## src/iprot_pkg.sv

```systemverilog
// iprot_pkg: command codes, field layouts, reset values and types for input protection.
// assumes: every importer runs on one clock; voltages compare in 0.25 V units.
// Behaviour
// - turn-on threshold has fixed exponent -2; mantissa writable, loaded from NVM at reset.
// - conversion may not begin before measured input reaches the turn-on threshold.
// - every input-protection command is one copy shared by both channels, page ignored.
// - fault limit commands use word transactions only; byte access is refused.
// - overvoltage fault when measured input exceeds the overvoltage limit.
// - overvoltage limit exponent fixed zero; mantissa from NVM, only 0 to 31 valid.
// - response commands answer byte reads with their byte; writes never change them.
// - overvoltage response reads 00h; fault flags and alerts but conversion continues.
// - overvoltage fault sets other, input-word and overvoltage input status bits.
// - overvoltage or undervoltage fault asserts alert pin unless its mask bit set.
// - undervoltage fault masked until input first exceeded turn-on and unit enabled.
// - undervoltage limit fully writable, NVM loaded; only listed codes are valid.
// - undervoltage fault sets other, input-word and undervoltage input status bits.
// - undervoltage response reads C0h; shut down, restart once condition clears.
// - input current limit holds threshold; bits 15:11 read-only, 10:0 writable.
// - input current exponent fixed -1; accepted mantissa 0 to 127.
// - on reset or restore, current limit keeps stored 8 A multiples or 63.5 A, else 63.5 A.
package iprot_pkg;
  localparam logic [7:0]  CODE_TURN_ON        = 8'h35;
  localparam logic [7:0]  CODE_OV_LIMIT       = 8'h55;
  localparam logic [7:0]  CODE_OV_RESPONSE    = 8'h56;
  localparam logic [7:0]  CODE_UV_LIMIT       = 8'h59;
  localparam logic [7:0]  CODE_UV_RESPONSE    = 8'h5A;
  localparam logic [7:0]  CODE_IIN_LIMIT      = 8'h5B;
  localparam int          EXP_MSB             = 15;
  localparam int          EXP_LSB             = 11;
  localparam int          MAN_MSB             = 10;
  localparam logic [4:0]  TURN_ON_EXP         = 5'h1E;
  localparam logic [4:0]  OV_EXP              = 5'h00;
  localparam logic [4:0]  IIN_EXP             = 5'h1F;
  localparam logic [10:0] OV_MAN_MAX          = 11'h01F;
  localparam logic [10:0] IIN_MAN_MAX         = 11'h07F;
  localparam logic [7:0]  OV_RESPONSE         = 8'h00;
  localparam logic [7:0]  UV_RESPONSE         = 8'hC0;
  localparam logic [15:0] UV_CODE_LOW         = 16'hF011;
  localparam logic [7:0]  UV_CODE_HI_BYTE     = 8'hF8;
  localparam logic [7:0]  UV_CODE_MIN_LO      = 8'h0B;
  localparam logic [7:0]  UV_CODE_MAX_LO      = 8'h17;
  localparam logic [15:0] IIN_CODE_FULL       = 16'hF87F;
  localparam logic [7:0]  IIN_CODE_HI_BYTE    = 8'hF8;
  localparam logic [3:0]  IIN_STEP_MIN        = 4'h1;
  localparam logic [3:0]  IIN_STEP_MAX        = 4'h7;
  localparam logic [5:0]  QUARTER_EXP_OFFSET  = 6'h02;

  typedef enum logic [1:0] {
    IPROT_OFF      = 2'b00,
    IPROT_WAIT_VIN = 2'b01,
    IPROT_RUN      = 2'b11,
    IPROT_UV_STOP  = 2'b10
  } iprot_state_t;

  typedef struct packed {
    logic         en_sync1;
    logic         en_sync2;
    iprot_state_t state;
    logic         seen_above_on;
    logic         seen_enabled;
    logic         ov_cond;
    logic         uv_cond;
    logic         conv_en;
  } iprot_detect_t;

  typedef struct packed {
    logic other;
    logic input_word;
    logic ov;
    logic uv;
    logic alert_oe;
  } iprot_status_t;

  typedef struct packed {
    logic [10:0] turn_on_mantissa;
    logic [10:0] overvolt_limit_mantissa;
    logic [15:0] undervolt_limit;
    logic [10:0] input_current_limit_mantissa;
    logic        ack;
    logic        err;
    logic [15:0] rdata;
  } iprot_regs_t;

  localparam iprot_detect_t DETECT_RESET = '{state: IPROT_OFF, default: 1'b0};
  localparam iprot_status_t STATUS_RESET = '0;

  // linear code to 0.25 V units; exponents above +3 would overflow and are not used here
  function automatic logic [15:0] lin_to_quarter(input logic [15:0] code);
    logic [5:0]  sh;
    logic [5:0]  amt;
    logic [26:0] wide;
    sh   = {code[EXP_MSB], code[EXP_MSB:EXP_LSB]} + QUARTER_EXP_OFFSET;
    amt  = sh[5] ? 6'(-sh) : sh;
    wide = {16'h0000, code[MAN_MSB:0]};
    wide = sh[5] ? (wide >> amt) : (wide << amt);
    return wide[15:0];
  endfunction
endpackage

```

## src/iprot_fault_if.sv

```systemverilog
// iprot_fault_if: fault conditions from the detector to the status block.
// assumes: both ends on the same clock; conditions are registered levels.
`timescale 1ns/1ps
interface iprot_fault_if;
  logic ov_cond;
  logic uv_cond;
  modport detector (output ov_cond, output uv_cond);
  modport status   (input ov_cond, input uv_cond);
endinterface

```

## src/iprot_detect.sv

```systemverilog
// iprot_detect: threshold compares, undervoltage arming and conversion sequencing.
// assumes: thresholds and measured input in 0.25 V units, same clock; enable is a pin.
`timescale 1ns/1ps
module iprot_detect
  import iprot_pkg::*;
(
  input  wire logic        i_clock,
  input  wire logic        i_srst,
  input  wire logic        i_clock_en,
  input  wire logic        i_unit_enable,
  input  wire logic [15:0] i_vin_quarter,
  input  wire logic [15:0] i_turn_on_quarter,
  input  wire logic [15:0] i_overvolt_quarter,
  input  wire logic [15:0] i_undervolt_quarter,
  output logic             o_conversion_enable,
  iprot_fault_if.detector  flt
);
  import iprot_pkg::*;

  iprot_detect_t s;
  iprot_detect_t next_s;
  logic          en;
  logic          armed;

  always_comb begin
    next_s          = s;
    next_s.en_sync1 = i_unit_enable;
    next_s.en_sync2 = s.en_sync1;
    en              = s.en_sync2;
    armed           = s.seen_above_on & s.seen_enabled;
    if (i_vin_quarter > i_turn_on_quarter) begin
      next_s.seen_above_on = 1'b1;
    end
    if (en) begin
      next_s.seen_enabled = 1'b1;
    end
    next_s.ov_cond = i_vin_quarter > i_overvolt_quarter;
    next_s.uv_cond = armed & (i_vin_quarter < i_undervolt_quarter);
    case (s.state)
      IPROT_OFF: begin
        if (en) begin
          next_s.state = IPROT_WAIT_VIN;
        end
      end
      IPROT_WAIT_VIN: begin
        if (!en) begin
          next_s.state = IPROT_OFF;
        end else if (i_vin_quarter >= i_turn_on_quarter) begin
          next_s.state = IPROT_RUN;
        end
      end
      IPROT_RUN: begin
        // overvoltage deliberately has no effect here
        if (!en) begin
          next_s.state = IPROT_OFF;
        end else if (s.uv_cond) begin
          next_s.state = IPROT_UV_STOP;
        end
      end
      default: begin
        if (!en) begin
          next_s.state = IPROT_OFF;
        end else if (!s.uv_cond) begin
          next_s.state = IPROT_RUN;
        end
      end
    endcase
    next_s.conv_en = (next_s.state == IPROT_RUN);
  end

  always_ff @(posedge i_clock) begin
    if (i_srst) begin
      s <= DETECT_RESET;
    end else if (i_clock_en) begin
      s <= next_s;
    end
  end

  assign o_conversion_enable = s.conv_en;
  assign flt.ov_cond         = s.ov_cond;
  assign flt.uv_cond         = s.uv_cond;
endmodule

```

## src/iprot_status.sv

```systemverilog
// iprot_status: sticky fault status bits and the open-drain alert drive.
// assumes: clear is a one-cycle pulse on the same clock; mask bits are static levels.
`timescale 1ns/1ps
module iprot_status
  import iprot_pkg::*;
(
  input  wire logic       i_clock,
  input  wire logic       i_srst,
  input  wire logic       i_clock_en,
  input  wire logic       i_clear_faults,
  input  wire logic       i_mask_overvolt,
  input  wire logic       i_mask_undervolt,
  iprot_fault_if.status   flt,
  output logic            o_other,
  output logic            o_input_word,
  output logic            o_overvolt,
  output logic            o_undervolt,
  output logic            o_alert_oe
);
  import iprot_pkg::*;

  iprot_status_t s;
  iprot_status_t next_s;
  logic          any_fault;

  always_comb begin
    // a fault present in the clear cycle stays set
    any_fault         = flt.ov_cond | flt.uv_cond;
    next_s            = s;
    next_s.ov         = flt.ov_cond | (s.ov & ~i_clear_faults);
    next_s.uv         = flt.uv_cond | (s.uv & ~i_clear_faults);
    next_s.other      = any_fault | (s.other & ~i_clear_faults);
    next_s.input_word = any_fault | (s.input_word & ~i_clear_faults);
    next_s.alert_oe   = (next_s.ov & ~i_mask_overvolt) | (next_s.uv & ~i_mask_undervolt);
  end

  always_ff @(posedge i_clock) begin
    if (i_srst) begin
      s <= STATUS_RESET;
    end else if (i_clock_en) begin
      s <= next_s;
    end
  end

  assign o_other      = s.other;
  assign o_input_word = s.input_word;
  assign o_overvolt   = s.ov;
  assign o_undervolt  = s.uv;
  assign o_alert_oe   = s.alert_oe;
endmodule

```

## src/iprot_top.sv

```systemverilog
// iprot_top: shared input-protection command registers and their fault logic.
// assumes: a PMBus front end hands over decoded commands on this clock;
// measured input arrives from the ADC path in 0.25 V units on the same clock.
`timescale 1ns/1ps
module iprot_top
  import iprot_pkg::*;
(
  input  wire logic        i_clock,
  input  wire logic        i_srst,
  input  wire logic        i_clock_en,
  input  wire logic        i_cmd_valid,
  input  wire logic        i_cmd_write,
  input  wire logic        i_cmd_word,
  input  wire logic [7:0]  i_cmd_code,
  input  wire logic [15:0] i_cmd_wdata,
  input  wire logic        i_clear_faults,
  input  wire logic        i_restore_defaults,
  input  wire logic [15:0] i_nvm_turn_on,
  input  wire logic [15:0] i_nvm_overvolt_limit,
  input  wire logic [15:0] i_nvm_undervolt_limit,
  input  wire logic [15:0] i_nvm_input_current_limit,
  input  wire logic [15:0] i_vin_quarter,
  input  wire logic        i_unit_enable,
  input  wire logic        i_alert_mask_overvolt,
  input  wire logic        i_alert_mask_undervolt,
  output logic             o_cmd_ack,
  output logic             o_cmd_error,
  output logic [15:0]      o_cmd_rdata,
  output logic             o_conversion_enable,
  output logic             o_status_byte_other,
  output logic             o_status_word_input,
  output logic             o_status_input_overvolt,
  output logic             o_status_input_undervolt,
  output logic             o_host_alert_pin_o,
  output logic             o_host_alert_pin_oe,
  output logic [15:0]      o_input_current_limit
);
  import iprot_pkg::*;

  iprot_regs_t   s;
  iprot_regs_t   next_s;
  iprot_fault_if flt ();

  logic [15:0] turn_on_word;
  logic [15:0] overvolt_word;
  logic [15:0] current_word;
  logic [15:0] turn_on_quarter;
  logic [15:0] overvolt_quarter;
  logic [15:0] undervolt_quarter;
  logic        is_word_cmd;
  logic        is_byte_cmd;
  logic        take;

  // only the listed undervoltage codes are accepted
  function automatic logic uv_code_ok(input logic [15:0] code);
    logic [7:0] lo;
    lo = code[7:0];
    return (code == UV_CODE_LOW) ||
           ((code[15:8] == UV_CODE_HI_BYTE) && lo[0] &&
            (lo >= UV_CODE_MIN_LO) && (lo <= UV_CODE_MAX_LO));
  endfunction

  // limited NVM backup: only 8 A steps and full scale survive a reload
  function automatic logic [10:0] iin_restore(input logic [15:0] code);
    logic keep;
    keep = (code == IIN_CODE_FULL) ||
           ((code[15:8] == IIN_CODE_HI_BYTE) && (code[3:0] == 4'h0) &&
            (code[7:4] >= IIN_STEP_MIN) && (code[7:4] <= IIN_STEP_MAX));
    return keep ? code[MAN_MSB:0] : IIN_CODE_FULL[MAN_MSB:0];
  endfunction

  always_comb begin
    turn_on_word  = {TURN_ON_EXP, s.turn_on_mantissa};
    overvolt_word = {OV_EXP, s.overvolt_limit_mantissa};
    current_word  = {IIN_EXP, s.input_current_limit_mantissa};
  end

  always_comb begin
    is_word_cmd = (i_cmd_code == CODE_TURN_ON) || (i_cmd_code == CODE_OV_LIMIT) ||
                  (i_cmd_code == CODE_UV_LIMIT) || (i_cmd_code == CODE_IIN_LIMIT);
    is_byte_cmd = (i_cmd_code == CODE_OV_RESPONSE) || (i_cmd_code == CODE_UV_RESPONSE);
    take        = i_cmd_valid;
  end

  always_comb begin
    next_s       = s;
    next_s.ack   = 1'b0;
    next_s.err   = 1'b0;
    if (i_srst || i_restore_defaults) begin
      // reload from NVM; fixed exponents are never stored
      next_s.turn_on_mantissa             = i_nvm_turn_on[MAN_MSB:0];
      next_s.overvolt_limit_mantissa      = i_nvm_overvolt_limit[MAN_MSB:0];
      next_s.undervolt_limit              = i_nvm_undervolt_limit;
      next_s.input_current_limit_mantissa = iin_restore(i_nvm_input_current_limit);
      next_s.rdata                        = 16'h0000;
    end else if (take) begin
      // one shared copy: no page select reaches this block
      next_s.ack   = 1'b1;
      next_s.rdata = 16'h0000;
      if (is_word_cmd && !i_cmd_word) begin
        next_s.err = 1'b1;
      end else if (is_byte_cmd && i_cmd_word) begin
        next_s.err = 1'b1;
      end else if (i_cmd_code == CODE_TURN_ON) begin
        if (i_cmd_write) begin
          next_s.turn_on_mantissa = i_cmd_wdata[MAN_MSB:0];
        end else begin
          next_s.rdata = turn_on_word;
        end
      end else if (i_cmd_code == CODE_OV_LIMIT) begin
        if (i_cmd_write) begin
          if (i_cmd_wdata[MAN_MSB:0] <= OV_MAN_MAX) begin
            next_s.overvolt_limit_mantissa = i_cmd_wdata[MAN_MSB:0];
          end else begin
            next_s.err = 1'b1;
          end
        end else begin
          next_s.rdata = overvolt_word;
        end
      end else if (i_cmd_code == CODE_OV_RESPONSE) begin
        if (!i_cmd_write) begin
          next_s.rdata = {8'h00, OV_RESPONSE};
        end
      end else if (i_cmd_code == CODE_UV_LIMIT) begin
        if (i_cmd_write) begin
          if (uv_code_ok(i_cmd_wdata)) begin
            next_s.undervolt_limit = i_cmd_wdata;
          end else begin
            next_s.err = 1'b1;
          end
        end else begin
          next_s.rdata = s.undervolt_limit;
        end
      end else if (i_cmd_code == CODE_UV_RESPONSE) begin
        if (!i_cmd_write) begin
          next_s.rdata = {8'h00, UV_RESPONSE};
        end
      end else if (i_cmd_code == CODE_IIN_LIMIT) begin
        if (i_cmd_write) begin
          if (i_cmd_wdata[MAN_MSB:0] <= IIN_MAN_MAX) begin
            next_s.input_current_limit_mantissa = i_cmd_wdata[MAN_MSB:0];
          end else begin
            next_s.err = 1'b1;
          end
        end else begin
          next_s.rdata = current_word;
        end
      end else begin
        next_s.err = 1'b1;
      end
    end
  end

  // reset is honoured even with the clock enable low
  always_ff @(posedge i_clock) begin
    if (i_srst || i_clock_en) begin
      s <= next_s;
    end
  end

  always_comb begin
    turn_on_quarter   = lin_to_quarter(turn_on_word);
    overvolt_quarter  = lin_to_quarter(overvolt_word);
    undervolt_quarter = lin_to_quarter(s.undervolt_limit);
  end

  iprot_detect u_detect (
    .i_clock             (i_clock),
    .i_srst              (i_srst),
    .i_clock_en          (i_clock_en),
    .i_unit_enable       (i_unit_enable),
    .i_vin_quarter       (i_vin_quarter),
    .i_turn_on_quarter   (turn_on_quarter),
    .i_overvolt_quarter  (overvolt_quarter),
    .i_undervolt_quarter (undervolt_quarter),
    .o_conversion_enable (o_conversion_enable),
    .flt                 (flt.detector)
  );

  iprot_status u_status (
    .i_clock          (i_clock),
    .i_srst           (i_srst),
    .i_clock_en       (i_clock_en),
    .i_clear_faults   (i_clear_faults),
    .i_mask_overvolt  (i_alert_mask_overvolt),
    .i_mask_undervolt (i_alert_mask_undervolt),
    .flt              (flt.status),
    .o_other          (o_status_byte_other),
    .o_input_word     (o_status_word_input),
    .o_overvolt       (o_status_input_overvolt),
    .o_undervolt      (o_status_input_undervolt),
    .o_alert_oe       (o_host_alert_pin_oe)
  );

  // open drain: the pin is only ever pulled low
  assign o_host_alert_pin_o    = 1'b0;
  assign o_cmd_ack             = s.ack;
  assign o_cmd_error           = s.err;
  assign o_cmd_rdata           = s.rdata;
  assign o_input_current_limit = current_word;
endmodule

```

## config.mk

```make
export PLATFORM = sky130hd
export DESIGN_NAME = iprot_top
export DESIGN_NICKNAME = d
export VERILOG_FILES = /design/src/iprot_pkg.sv /design/src/iprot_fault_if.sv /design/src/iprot_detect.sv /design/src/iprot_status.sv /design/src/iprot_top.sv
export SDC_FILE = /design/constraint.sdc
export NUM_CORES = 1
export LEC_CHECK = 0
export BUFFER_PORTS_ARGS = -buffer_cell sky130_fd_sc_hd__buf_2
export CAP_MARGIN = 25
export CORE_MARGIN = 3
export CORE_UTILIZATION = 55
export CTS_BUF_LIST = sky130_fd_sc_hd__clkbuf_16
export CTS_CLUSTER_SIZE = 28
export DETAILED_ROUTE_END_ITERATION = 8
export GPL_TIMING_DRIVEN = 1
export PLACE_DENSITY = 0.91
export SKIP_LAST_GASP = 1
export SLEW_MARGIN = 15
export SYNTH_ARGS = -nofsm -noshare
export SYNTH_HDL_FRONTEND = slang
export SYNTH_SLANG_ARGS = --single-unit
```

## constraint.sdc

```tcl
create_clock -name i_clock -period 5.09 [get_ports i_clock]
set_input_delay 1.018 -clock i_clock [delete_from_list [all_inputs] [get_ports i_clock]]
set_output_delay 1.018 -clock i_clock [all_outputs]
set_load 0.005 [all_outputs]
```

# Word-level counts from Yosys, hierarchy flattened
# Cells that the tools add are included.
[totals] reg_bits=81 input_bits=115 out_inout_bits=41 elab_cells=164
[op_classes] addsub=2 order_cmp=10 n_eq_ne=20 shifts=2 mux=56 n_bitwise=18 reduce_logical=36
[op_table] cell="$mux W16" n=13
[op_table] cell="$mux W49" n=3
[op_table] cell="$mux W11" n=12
[op_table] cell="$mux W67" n=1
[op_table] cell="$mux W27" n=2
[op_table] cell="$eq A8 B7 Y1 const B" n=5
[op_table] cell="$mux W38" n=1
[op_table] cell="$mux W17" n=2
[op_table] cell="$eq A16 B16 Y1 const B" n=2
[op_table] cell="$reduce_bool A2 Y1" n=9
[op_table] cell="$eq A8 B8 Y1 const B" n=2
[op_table] cell="$ge A16 B11 Y1" n=1
[op_table] cell="$gt A16 B11 Y1" n=1
[op_table] cell="$gt A16 B13 Y1" n=1
[op_table] cell="$lt A16 B16 Y1" n=1
[op_table] cell="$shl A11 B6 Y16" n=1
[op_table] cell="$shr A11 B6 Y16" n=1
[op_table] cell="$mux W2" n=7
[op_table] cell="$mux W1" n=12
[op_table] cell="$ne A2 B2 Y1 const B" n=6
[op_table] cell="$reduce_and A12 Y1" n=1
[op_table] cell="$le A11 B5 Y1 const B" n=1
[op_table] cell="$le A11 B7 Y1 const B" n=1
[op_table] cell="$reduce_and A10 Y1" n=1
[op_table] cell="25 further kinds" n=57

# Longest topological paths before layout
[depth] word_depth=15 depth_mapped=19 ltp_nobuf=15

# Cells and area by module
# From an unflattened synthesis, not the netlist that was laid out.
[unflattened] cells_unflattened=762 area_unflattened_um2=6797.8
[modules_own_cells] module="iprot_top" instances=1 cells_each=540 area_each_um2=5033.6 seq_area_each_um2=2011.9
[modules_own_cells] module="iprot_detect" instances=1 cells_each=199 area_each_um2=1565.3 seq_area_each_um2=180.2
[modules_own_cells] module="iprot_status" instances=1 cells_each=23 area_each_um2=198.9 seq_area_each_um2=100.1

# Least setup slack after synthesis
# OpenSTA, ideal clock, no wires.
[synth_timing] path_kind="flip-flop to flip-flop" startpoint="register s[40] in the netlist's numbering" endpoint="register u_detect.s (netlist bit u_detect.flt.uv_cond)" setup_time_ns=0.116 arrival_ns=3.628 required_time_ns=4.974 setup_slack_ns=1.345 path_stages_with_launch=18 path_buffers=3 period_less_slack_ns=3.745 path_cell_list="edfxtp_1 > clkbuf_1 > inv_1 > clkbuf_1 > ha_1 > and2_1 > a22oi_4 > buf_4 > nand3_1 > o21a_1 > o32ai_1 > o21ai_1 > ha_1 > nand4_1 > or2_2 > nor3_1 > nand3_1 > o211a_1"
[synth_between] elab_chain_cells=7 word_cells_on_any_way=8 cone_classes="add/sub (2); order compare (1); shift (2); mux (2); bitwise (1)"
[synth_lines] element="start, declared" line="iprot_top.sv:40" source="iprot_regs_t s;"
[synth_lines] element="start signal, assigned" line="iprot_top.sv:157" source="s <= next_s;"
[synth_lines] element="$add A5 B3 Y6 *" line="iprot_pkg.sv:92" source="sh = {code[EXP_MSB], code[EXP_MSB:EXP_LSB]} + QUARTER_EXP_OFFSET;"
[synth_lines] element="$neg A6 Y6" line="iprot_pkg.sv:93" source="amt = sh[5] ? 6'(-sh) : sh;"
[synth_lines] element="$mux W6" line="iprot_pkg.sv:93"
[synth_lines] element="$shl A11 B6 Y16 / $shr A11 B6 Y16 (equally long branches)" line="iprot_pkg.sv:95" source="wide = sh[5] ? (wide >> amt) : (wide << amt);"
[synth_lines] element="$mux W16 *" line="iprot_pkg.sv:95"
[synth_lines] element="$lt A16 B16 Y1 *" line="iprot_detect.sv:38" source="next_s.uv_cond = armed & (i_vin_quarter < i_undervolt_quarter);"
[synth_lines] element="$and A1 B1 Y1 *" line="iprot_detect.sv:38"
[synth_lines] element="end signal, assigned" line="iprot_detect.sv:75" source="s <= next_s;"
[synth_lines] element="end, declared" line="iprot_detect.sv:20" source="iprot_detect_t s;"
# Mark *: on every way between the ends. The rest lies on a longest branch, timed or not.
# A chain may end at the register's enable or synchronous reset.

# Final worst setup path
[layout_timing] startpoint="register s[41] in the netlist's numbering" endpoint="register u_detect.s (netlist bit u_detect.flt.uv_cond)"
# Same word-level chain as after synthesis.

==> impl_metrics.yaml <==
outcome:
  outcome: "finished clean"
critical_path:
  cp.arrival_ns: 4.65
  path_cells: "buf_4 -> ha_1 -> or3_1 -> nand2_2 -> or3_1 -> o21ai_0 -> o21ai_0 -> ha_1 -> nand4_1 -> or2_2 -> nor3_1 -> nand3_1 -> o211a_1"
  cp_top_family: "simple AND/OR/NAND/NOR gates"
  reg2reg_slack_ns: 0.68
  slowest_stage: "ha_1"
  cp_num_cells: 13
  slowest_delay_ns: 0.72
  start_kind: "register"
  critPathRequiredTime_ns: 5.33
  r2r_cells: 13
  regToRegEndpoint: "u_detect.flt.uv_cond"
  critPathKind: "register to register"
  path_max_fanout: 20
  crit_path_end_kind: "register"
  r2r-start: "s[41]"
  worst-path-buf-inv: 1
layout:
  drive_gt1_frac: 0.238
  area_delta_synth_final_pct: 12.0
  final_nets: 992
  fin_cells: 985
  num_antenna_cells: 0
  final_common_cell: "buf_2"
  final_cell_mix: "buf_2 (139), nand2_1 (85), edfxtp_1 (67)"
synthesis:
  syn_inst: 751
  yosysTopAreaCellShare: 0.301
  yosys.area.top_type: "edfxtp_1"
  syn-cell-area_mm2: 0.00667
  yosysUniqueCellTypes: 78
  avgSynthCellArea_um2: 8.89
  synth-seq-cells: 81
  synth_area_leaders: "edfxtp_1 (30%), ha_1 (7.5%), nand2_1 (4.8%)"
  synth_edf_count: 67
  synth.yosys.seq_area_share: 0.343
  synth_ff_type: "edfxtp_1"
  synth_warnings: 0
  synthArstFlopShare: 0
global_routing:
  grt_antenna_before_repair: 1
  grt_pass1_wl_mm: 31.3
  grtUsageTotal: 0.304
  gr-total-overflow: 0
  grt_pass1_vias: 6116
  grt_start_max_net_pins: 44
clock_network:
  postCtsResizedCells: 0
  hold_buffers: 0
  cts_buffers: 9
  path_clk_slew_ns: 0.07
  clock_latency_ns: 0.34
  cts_tree: "yes"
  cts_buffer_depth: 2
  root_buffer: "clkbuf_16"
  post-cts-setup-buffers: 0
  clock-sinks: 81
  htreeDepth: 3
timing:
  clock_skew_ns: 0.00883
  slew_violations: 0
  timing.final.crit_share: 0.866
  max_freq_ghz: 0.227
  setup_slack_ns: 0.683
  maxSlewHeadroom: 0.381
  max_slew.worst_pin.slew_ns: 0.929
  setup_violations: 0
  min_period_ns: 4.41
  tns_ns: 0
  rsz0062_at_grt: "false"
  final_hold_viol_count: 0
floorplanning:
  core_area_mm2: 0.0116
  std_cell_rows: 39
  fp.dieW_um: 116
  die-area_mm2: 0.0135
  ios: 156
  die_h_um: 116
  start_util: 0.575
power:
  power.total_uw: 2420
  p_per_area_mw_per_mm2: 324
  ir_worst_vdd_v: 0.000198
  power_leakage_uw: 0.00338
hold_path:
  hold_path_end: "u_status.o_other"
  min_path_type: "register to register"
  hold_depth: 2
  worstHoldStart: "u_status.o_other"
routing:
  drt_iter0_drc: 660
  drt-wirelength-per-cell_um: 21.0
  drc_errors: 0
  dr.pass1.iters: 6
  drt-total-wl_mm: 20.6
  final_antenna_net_count: 0
  via_per_inst: 6.70
  vias: 6598
placement:
  gp_congestion: 1.00
  dp_cells: 969
  hpwl_mm: 15.5
  portBuffers: 139
  dp_slack_ns: 0.768
job:
  cap_violations: 0
registers in the layout (all words and copies together), names as in the netlist:
register	cells
o_cmd_ack	1
o_cmd_error	1
o_cmd_rdata	16
o_input_current_limit	11
overvolt_quarter	11
s	27
u_detect.en	1
u_detect.flt.ov_cond	1
u_detect.flt.uv_cond	1
u_detect.next_s	1
u_detect.o_conversion_enable	1
u_detect.s	4
u_status.o_alert_oe	1
u_status.o_input_word	1
u_status.o_other	1
u_status.o_overvolt	1
u_status.o_undervolt	1
tightest hold or removal path, cell delays in order (launching register included):
cell,delay (ns)
dfxtp_1,0.31
nand2_1,0.05
a21oi_1,0.06
worst max-delay path by stage:
stage	start	slack (ns)	to
floorplan	s[40]	1.35	u_detect.flt.uv_cond
global placement	s[41]	0.76	u_detect.flt.uv_cond
detailed placement	s[41]	0.77	u_detect.flt.uv_cond
CTS	s[41]	0.75	u_detect.flt.uv_cond
global route	s[41]	0.42	u_detect.flt.uv_cond
finish	s[41]	0.68	u_detect.flt.uv_cond
cells by family after synthesis:
group                      count (synthesis)  share of synthesized area
other                                      2                    0.00113
AOI/OAI and AO/OA                        232                      0.247
buffers and inverters                    120                     0.0943
DFF                                       81                      0.343
and+or+nand+nor                          238                      0.173
xor gates and xnor gates                   4                    0.00525
adders and majority gates                 40                     0.0750
muxes                                     34                     0.0609
per-stage QoR:
step           utilization  hold slack, ns  area, um2
2_1_floorplan            -           0.437       6690
3_3_place_gp         0.617           0.445       7170
3_5_place_dp         0.619           0.456       7190
4_1_cts              0.644           0.468       7470
5_1_grt              0.644           0.478       7470
6_report             0.644           0.468       7470
cells in the mapped netlist (13+ instances only):
library cell	instances
a21o_1	21
a21oi_1	52
buf_4	37
clkbuf_1	25
dfxtp_1	14
edfxtp_1	67
ha_1	40
inv_1	37
mux2i_1	20
nand2_1	85
nand3_1	32
nor2_1	42
o211a_1	13
o21ai_0	38
per-layer routing:
metal	GRT usage	vias to the layer above	wire length, um
met2	0.506	520	10100
met5	0	-	8
met1	0.373	3013	7140
met3	0.0715	97	2470
li1	-	2966	-
met4	0.145	2	957
layout make-up:
type | count | area (um2)
multi-input combinational | 554 | 3770
tap | 143 | 179
fill | 903 | 4140
clock inverter | 7 | 62.6
timing repair buffer | 154 | 808
clock buffer | 9 | 225
inverter | 37 | 139
sequential | 81 | 2290
power by group:
group	internal (uW)	leakage, uW	total (uW)	switching, uW
sequential	795	0.000782	875	80.1
combinational	363	0.00246	909	546
clock	375	0.000142	638	264
total	1530	0.00338	2420	890
Note: power is estimated with default switching activity, not from simulation.
